===== src/verilog/branch_pkg.sv =====
// constants and types for the flag conditional branch unit
// How it works
// - taken branch loads pc plus offset plus one
// - carry set/clear branches test carry flag
// - unsigned ge on carry zero, lt on one
// - negative branch on n one, positive on zero
// - signed ge when n xor v is zero
// - branches never modify any status flag
// - signed lt when n xor v is one
`default_nettype none
package branch_pkg;
  localparam int PC_WIDTH = 16;
  localparam int OFFSET_WIDTH = 7;
  localparam logic [PC_WIDTH-1:0] PC_RESET = 16'h0000;
  localparam logic [PC_WIDTH-1:0] PC_STEP = 16'h0001;
  localparam int FLAG_C = 0;
  localparam int FLAG_N = 2;
  localparam int FLAG_V = 3;

  typedef enum logic [3:0] {
    COND_NONE = 4'h0,
    BRANCH_ON_CARRY_SET = 4'h1,
    BRANCH_ON_CARRY_CLEAR = 4'h2,
    BRANCH_UNSIGNED_GE = 4'h3,
    BRANCH_UNSIGNED_LT = 4'h4,
    BRANCH_ON_NEGATIVE = 4'h5,
    BRANCH_ON_POSITIVE = 4'h6,
    BRANCH_SIGNED_GE = 4'h7,
    BRANCH_SIGNED_LT = 4'h8
  } branch_cond_t;

  typedef struct packed {
    branch_cond_t cond;
    logic [OFFSET_WIDTH-1:0] offset;
  } branch_req_t;

  typedef enum logic [1:0] {
    ST_IDLE = 2'b01,
    ST_SECOND = 2'b10
  } branch_state_t;
endpackage : branch_pkg
`default_nettype wire


===== src/verilog/flag_conditional_branch_unit.sv =====
// flag conditional branch unit: condition test and pc update
`timescale 1ns/1ps
`default_nettype none
module flag_conditional_branch_unit (
  // clock and reset
  input wire logic CLOCK,
  input wire logic RST,
  // branch request from decode
  input wire logic REQ_VALID,
  input wire branch_pkg::branch_req_t REQ,
  // status flags, read only
  input wire logic [7:0] SREG_IN,
  // program counter
  input wire logic [branch_pkg::PC_WIDTH-1:0] PC_IN,
  output logic [branch_pkg::PC_WIDTH-1:0] PC_OUT,
  output logic PC_LOAD,
  // status
  output logic BUSY,
  output logic DONE,
  output logic TAKEN
);
  import branch_pkg::*;

  // a request seen while busy is dropped, not queued: decode must
  // hold it back until the cycle after the taken branch ends
  // the target is registered on acceptance and holds until the next
  // taken branch, so the pc side may load it late

  // widths and bit positions the logic below relies on
  localparam int SREG_BITS = 8;
  localparam int EXT_BITS = PC_WIDTH - OFFSET_WIDTH;
  localparam logic PULSE_OFF = 1'b0;

  generate
    if (OFFSET_WIDTH < 2 || EXT_BITS < 1) begin : g_bad_offset
      $error("offset must be at least 2 bits and narrower than the pc");
    end
    if (FLAG_C >= SREG_BITS || FLAG_N >= SREG_BITS || FLAG_V >= SREG_BITS) begin : g_bad_flag
      $error("a flag position lies outside the status byte");
    end
    if (FLAG_C == FLAG_N || FLAG_C == FLAG_V || FLAG_N == FLAG_V) begin : g_same_flag
      $error("two flags share one status bit");
    end
  endgenerate

  // state and output registers
  branch_state_t state_reg;
  branch_state_t state_next;

  logic [PC_WIDTH-1:0] pc_reg;
  logic [PC_WIDTH-1:0] pc_next;

  logic load_reg;
  logic load_next;
  logic done_reg;
  logic done_next;
  logic taken_reg;
  logic taken_next;

  // status flags; the status byte is only read
  wire logic flag_c;
  wire logic flag_n;
  wire logic flag_v;
  wire logic signed_lt;
  assign flag_c = SREG_IN[FLAG_C];
  assign flag_n = SREG_IN[FLAG_N];
  assign flag_v = SREG_IN[FLAG_V];
  assign signed_lt = flag_n ^ flag_v;

  // which condition the request names
  wire logic sel_carry_set;
  wire logic sel_carry_clear;
  wire logic sel_unsigned_ge;
  wire logic sel_unsigned_lt;
  wire logic sel_negative;
  wire logic sel_positive;
  wire logic sel_signed_ge;
  wire logic sel_signed_lt;
  assign sel_carry_set = (REQ.cond == BRANCH_ON_CARRY_SET);
  assign sel_carry_clear = (REQ.cond == BRANCH_ON_CARRY_CLEAR);
  assign sel_unsigned_ge = (REQ.cond == BRANCH_UNSIGNED_GE);
  assign sel_unsigned_lt = (REQ.cond == BRANCH_UNSIGNED_LT);
  assign sel_negative = (REQ.cond == BRANCH_ON_NEGATIVE);
  assign sel_positive = (REQ.cond == BRANCH_ON_POSITIVE);
  assign sel_signed_ge = (REQ.cond == BRANCH_SIGNED_GE);
  assign sel_signed_lt = (REQ.cond == BRANCH_SIGNED_LT);

  // condition results; unknown codes select nothing and are not taken
  wire logic hit_carry_set;
  wire logic hit_carry_clear;
  wire logic hit_unsigned_ge;
  wire logic hit_unsigned_lt;
  wire logic hit_negative;
  wire logic hit_positive;
  wire logic hit_signed_ge;
  wire logic hit_signed_lt;
  assign hit_carry_set = sel_carry_set && flag_c;
  assign hit_carry_clear = sel_carry_clear && !flag_c;
  assign hit_unsigned_ge = sel_unsigned_ge && !flag_c;
  assign hit_unsigned_lt = sel_unsigned_lt && flag_c;
  assign hit_negative = sel_negative && flag_n;
  assign hit_positive = sel_positive && !flag_n;
  assign hit_signed_ge = sel_signed_ge && !signed_lt;
  assign hit_signed_lt = sel_signed_lt && signed_lt;

  wire logic cond_true;
  assign cond_true = hit_carry_set
    || hit_carry_clear
    || hit_unsigned_ge
    || hit_unsigned_lt
    || hit_negative
    || hit_positive
    || hit_signed_ge
    || hit_signed_lt;

  // sign extension, so backward branches reach lower addresses
  wire logic [PC_WIDTH-1:0] offset_ext;
  wire logic [PC_WIDTH-1:0] target;
  generate
    for (genvar b = 0; b < PC_WIDTH; b++) begin : g_sext
      if (b < OFFSET_WIDTH) begin : g_low
        assign offset_ext[b] = REQ.offset[b];
      end else begin : g_high
        assign offset_ext[b] = REQ.offset[OFFSET_WIDTH-1];
      end
    end
  endgenerate
  // wraps modulo the pc width
  assign target = PC_IN + offset_ext + PC_STEP;

  // request handshake
  wire logic idle;
  wire logic second;
  wire logic accept;
  wire logic accept_taken;
  wire logic accept_skip;
  assign idle = (state_reg == ST_IDLE);
  assign second = (state_reg == ST_SECOND);
  assign accept = REQ_VALID && idle;
  assign accept_taken = accept && cond_true;
  assign accept_skip = accept && !cond_true;

  // not taken ends after one cycle, taken spends a second cycle loading the pc
  always_comb begin
    state_next = state_reg;
    case (state_reg)
      ST_IDLE: begin
        if (accept_taken) begin
          state_next = ST_SECOND;
        end
      end
      ST_SECOND: begin
        state_next = ST_IDLE;
      end
      default: begin
        state_next = ST_IDLE;
      end
    endcase
  end

  assign pc_next = accept_taken ? target : pc_reg;
  assign load_next = second;
  assign done_next = accept_skip || second;
  assign taken_next = second;

  always_ff @(posedge CLOCK or posedge RST) begin
    if (RST) begin
      state_reg <= ST_IDLE;
    end else begin
      state_reg <= state_next;
    end
  end

  always_ff @(posedge CLOCK or posedge RST) begin
    if (RST) begin
      pc_reg <= PC_RESET;
    end else begin
      pc_reg <= pc_next;
    end
  end

  // pulses last one cycle
  always_ff @(posedge CLOCK or posedge RST) begin
    if (RST) begin
      load_reg <= PULSE_OFF;
    end else begin
      load_reg <= load_next;
    end
  end

  always_ff @(posedge CLOCK or posedge RST) begin
    if (RST) begin
      done_reg <= PULSE_OFF;
    end else begin
      done_reg <= done_next;
    end
  end

  always_ff @(posedge CLOCK or posedge RST) begin
    if (RST) begin
      taken_reg <= PULSE_OFF;
    end else begin
      taken_reg <= taken_next;
    end
  end

  // outputs straight from flops, BUSY decoded from state_reg; no flag is ever driven back
  assign PC_OUT = pc_reg;
  assign PC_LOAD = load_reg;
  assign DONE = done_reg;
  assign TAKEN = taken_reg;
  assign BUSY = second;
endmodule : flag_conditional_branch_unit
`default_nettype wire


===== config.mk =====
export PLATFORM = sky130hd
export DESIGN_NAME = flag_conditional_branch_unit
export DESIGN_NICKNAME = d
export VERILOG_FILES = /design/src/verilog/branch_pkg.sv /design/src/verilog/flag_conditional_branch_unit.sv
export SDC_FILE = /design/constraint.sdc
export NUM_CORES = 1
export LEC_CHECK = 0
export ABC_AREA = 1
export BUFFER_PORTS_ARGS = -buffer_cell sky130_fd_sc_hd__buf_2
export CAP_MARGIN = 20
export CORE_ASPECT_RATIO = 0.75
export CORE_MARGIN = 2
export CORE_UTILIZATION = 56
export CTS_CLUSTER_DIAMETER = 40
export DETAILED_ROUTE_END_ITERATION = 10
export GPL_ROUTABILITY_DRIVEN = 0
export PLACE_DENSITY = 0.86
export SYNTH_ARGS = -nofsm -noshare
export SYNTH_HDL_FRONTEND = slang
export SYNTH_SLANG_ARGS = --single-unit

===== constraint.sdc =====
create_clock -name CLOCK -period 4 [get_ports CLOCK]
set_input_delay 0.4 -clock CLOCK [delete_from_list [all_inputs] [get_ports CLOCK]]
set_output_delay 0.4 -clock CLOCK [all_outputs]
set_load 0.01 [all_outputs]

-- Word level (Yosys, flattened, before mapping)
Cells that the tools add are included.
- register bits after elaboration: 20
- output and inout bits: 20
- word-level logic and storage cells: 43
- add/sub/neg operators: 2
- equal/unequal tests: 11
- multiplexer cells: 2
- bitwise gates (word level): 1
- reductions and logical operators: 23
- operator list (operator ; count):
    $add 16x1->16 const B ; 1
    $add 16x16->16 ; 1
    $eq 4x3->1 const B ; 4
    $logic_and 1x1->1 ; 11
    $eq 4x2->1 const B ; 2
    $logic_or 1x1->1 ; 8
    $eq 4x1->1 const B ; 1
    $eq 4x4->1 const B ; 1
    $logic_not 1->1 ; 4
    $mux 2 ; 2
    $eq 2x1->1 const B ; 1
    $eq 2x2->1 const B ; 1
    $ne 2x1->1 const B ; 1
    $xor 1x1->1 ; 1

-- Longest topological paths before layout
- depth after elaboration: 12
- depth in mapped cells: 12
- depth with buffers taken out: 12

-- Worst setup path before layout
Ideal clock, no wire load.
- kind: input to register
- from: in REQ[0] in the netlist's numbering
- to: reg pc_reg[8] (netlist: PC_OUT[8])
- library setup time: 65 ps
- arrival time: 1614 ps
- data required time: 3935 ps
- setup slack: 2322 ps
- stages: 10
- buffers on the path: 0
- cells stage by stage: inv_1 > ha_1 > inv_1 > fa_1 > nand3_1 > nand3_1 > a21oi_1 > xnor2_1 > nand2_1 > nand2_1
- word-level cells in the longest chain between the ends: 2
- RTL lines (element ; line ; text):
    start, declared ; flag_conditional_branch_unit.sv:10 ; input wire branch_pkg::branch_req_t REQ,
    $add 16x16->16 ; flag_conditional_branch_unit.sv:129 ; assign target = PC_IN + offset_ext + PC_STEP;
    $add 16x1->16 ; flag_conditional_branch_unit.sv:129 ;
    end signal, assigned ; flag_conditional_branch_unit.sv:178 ; pc_reg <= pc_next;
    end, declared ; flag_conditional_branch_unit.sv:50 ; logic [PC_WIDTH-1:0] pc_reg;
No other way between the ends.
A chain may end at the register's enable or synchronous reset.

-- Worst setup path after layout
Same ends and word-level chain as after synthesis.

==> flow_metrics.env <==
export IMPL_tritoncts="done"
export IMPL_die_width_um=71.0
export IMPL_critical_path_endpoint_type="flip-flop"
export IMPL_finalSetupViolations=0
export IMPL_area_sequential_um2=502
export IMPL_grt_ovfl_total=0
export IMPL_grt_start_max_net_pins=21
export IMPL_outcome="complete, no violations"
export IMPL_synth_top_family_by_area="simple AND/OR/NAND/NOR gates"
export IMPL_clockRootBuffer="clkbuf_8"
export IMPL_grt_pass1_wl_um=6870
export IMPL_final_nets=405
export IMPL_antenna_left=0
export IMPL_synthesis_area_per_instance_um2=6.36
export IMPL_route_met3_wl_um=341
export IMPL_core_rowCount=18
export IMPL_synth_mux_area_fraction=0
export IMPL_max_freq_mhz=577
export IMPL_critical_path_class="in2reg"
export IMPL_synthDistinctLibCells=26
export IMPL_initialDrtViolationCount=70
export IMPL_hold_path_class="in2async"
export IMPL_worstReg2RegStart="state_reg[0]"
export IMPL_worst_ep_arrival_time_ps=1930
export IMPL_htree_num_levels=1
export IMPL_m1WireLength_um=1860
export IMPL_period_share=0.433
export IMPL_ir_worst_vdd_mv=0.135
export IMPL_synth_xor_area_share=0.0371
export IMPL_flow_area_growth_from_synthesis_pct=17.3
export IMPL_async_flop_share=1.00
export IMPL_cts_post_setup_buffers_inserted=0
export IMPL_critical_path_max_fanout=4
export IMPL_final_critical_period_ps=1730
export IMPL_cts_buffers_inserted=3
export IMPL_synth_edf_count=0
export IMPL_crit_start="REQ[0]"
export IMPL_placeableCoreArea_um2=3270
export IMPL_clock_insertion_delay_worst_skew_ps=250
export IMPL_setup_total_negative_slack_ps=0
export IMPL_post_synthesis_share_of_cell_area_spent_on_and_or_nand_and_nor_gates=0.439
export IMPL_synth_compound_area_frac=0.0192
export IMPL_worst_slew_pin_transition_ps=716
export IMPL_report_final_hold_viol_count=0
export IMPL_largest_register_ffs=16
export IMPL_grt_usage=0.230
export IMPL_gate_count_of_the_mapped_netlist=297
export IMPL_cts_repair_resized=0
export IMPL_timing_final_ws_setup_ps=2270
export IMPL_r2r_slack_ps=2540
export IMPL_met2_length_um=1780
export IMPL_worstPathRequired_ps=4200
export IMPL_drtPass1Iterations=4
export IMPL_wl_per_instance_um=10.4
export IMPL_cts_reportedPaths_clkPinSlew_ps=70
export IMPL_crit_end="PC_OUT[8]"
export IMPL_seq_area_frac_synth=0.266
export IMPL_cts_hold_buffers_added=0
export IMPL_die_h_um=54.3
export IMPL_remaining_drc_errors=0
export IMPL_synth_adder_area_share=0.110
export IMPL_sinks_on_the_clock_net=20
export IMPL_post_dp_hpwl_um=3450
export IMPL_timing_max_slew_rel_slack=0.522
export IMPL_placement_io_buffers=52
export IMPL_kind_of_start_point_of_the_critical_path="input port"
export IMPL_clock_path_buffers=2
export IMPL_yosys_register_bits=20
export IMPL_fillers=307
export IMPL_net_count_after_synthesis=351
export IMPL_antenna_found_initial=0
export IMPL_slew_violations=0
export IMPL_post_dp_cell_area_um2=2160
export IMPL_final_design_area_no_fill_um2=2210
export IMPL_place_ws_ps=2030
export IMPL_totalWireLength_um=4040
export IMPL_fin_hold_ws_ps=254
export IMPL_post_route_cells_drive_above_1_share=0.209
export IMPL_finalClockSkew_ps=1.00
export IMPL_pin_count=58
export IMPL_r2r_cells=5
export IMPL_antennaDiodeCount=0
export IMPL_first_global_vias=1626
export IMPL_synth_ff_type="dfrtp_1"
export IMPL_pwr_density_cell_nw_per_um2=359
export IMPL_start_util=0.578
export IMPL_via_per_inst=4.96
export IMPL_multi_input_comb_area_um2=1140
export IMPL_cap_violations=0
export IMPL_num_vias=1935
export IMPL_top_signal_layer_used="met4"
export IMPL_grt_setup_unrepaired="no"
export IMPL_ys_warn_count=0
export IMPL_reg2reg_to="PC_OUT[9]"
export IMPL_floorplan_die_area_um2=3860
export IMPL_post_synth_design_cell_area_um2=1890
export IMPL_static_leakage_power_nw=1.42
## stage by stage
stage | power (mW) | utilization | instances
after floorplan | 0.528 | - | 297
after global placement | 0.634 | 0.661 | 386
after detailed placement | 0.649 | 0.661 | 386
after CTS | 0.800 | 0.678 | 390
after global routing | 0.863 | 0.678 | 390
final | 0.795 | 0.678 | 390
## layer usage
metal	GRT usage	vias to the layer above
li1	-	1008
met1	0.300	833
met2	0.402	84
met3	0.0258	10
met4	0.0912	0
met5	0	-
## critical path, cell delays in order
cell and delay (ps):
buf_2 100, inv_1 50, ha_1 150, inv_1 60, fa_1 440, nand3_1 110
nand3_1 130, a21oi_1 190, xnor2_1 160, nand2_1 70, nand2_1 60
## cell usage after synthesis, types with 2 or more instances
cell,n,area share
ha_1,15,0.099
xnor2_1,3,0.014
nand2_2,9,0.030
a21oi_1,6,0.016
nand2_1,123,0.24
inv_1,51,0.10
and2_1,2,0.0066
nand3_2,2,0.011
nand3_1,22,0.058
dfrtp_1,19,0.25
nand4_1,4,0.013
nand3b_1,3,0.012
xor2_1,5,0.023
nor2_1,21,0.042
## cell families after synthesis
kind of cell               count (synthesis)
DFF                                       20
buffers and inverters                     56
xor gates and xnor gates                   8
AOI/OAI and AO/OA                          7
and+or+nand+nor                          190
adders and majority gates                 16
## power breakdown
group	leakage, nW	internal [mW]	switching [mW]	total (mW)
Clock	0.0288	0.0875	0.0609	0.148
Sequential	0.250	0.267	0.0396	0.306
Combinational	1.14	0.141	0.200	0.341
Total	1.42	0.495	0.300	0.795
## placed cells by master, fill, tap and decap left out, types with 4 or more instances in the layout
cell type / Yosys / final
a21oi_1: 6 / 6
buf_2: 0 / 52
clkbuf_8: 0 / 4
dfrtp_1: 19 / 19
ha_1: 15 / 15
inv_1: 51 / 51
nand2_1: 123 / 123
nand2_2: 9 / 9
nand3_1: 22 / 22
nand4_1: 4 / 4
nor2_1: 21 / 21
xor2_1: 5 / 5
## final cells by class
class,instances,area share
Multi-Input combinational cell,221,0.516
Sequential cell,20,0.227
Timing Repair Buffer,52,0.118
Tap cell,40,0.0226
Inverter,53,0.0921
Clock buffer,4,0.0249
## how the worst min path moves through the flow
| stage | startpoint | endpoint | slack (ps) | cells past startpoint |
|---|---|---|---|---|
| 2_1_floorplan | RST | DONE | 360 | 1 |
| 3_3_place_gp | PC_OUT[0] | PC_OUT[0] | 460 | 2 |
| 3_5_place_dp | PC_OUT[15] | PC_OUT[15] | 460 | 2 |
| 4_1_cts | RST | PC_OUT[6] | 270 | 2 |
| 5_1_grt | RST | PC_OUT[6] | 310 | 2 |
| 6_report | RST | TAKEN | 250 | 2 |
Power figures use the tool's default switching activity.
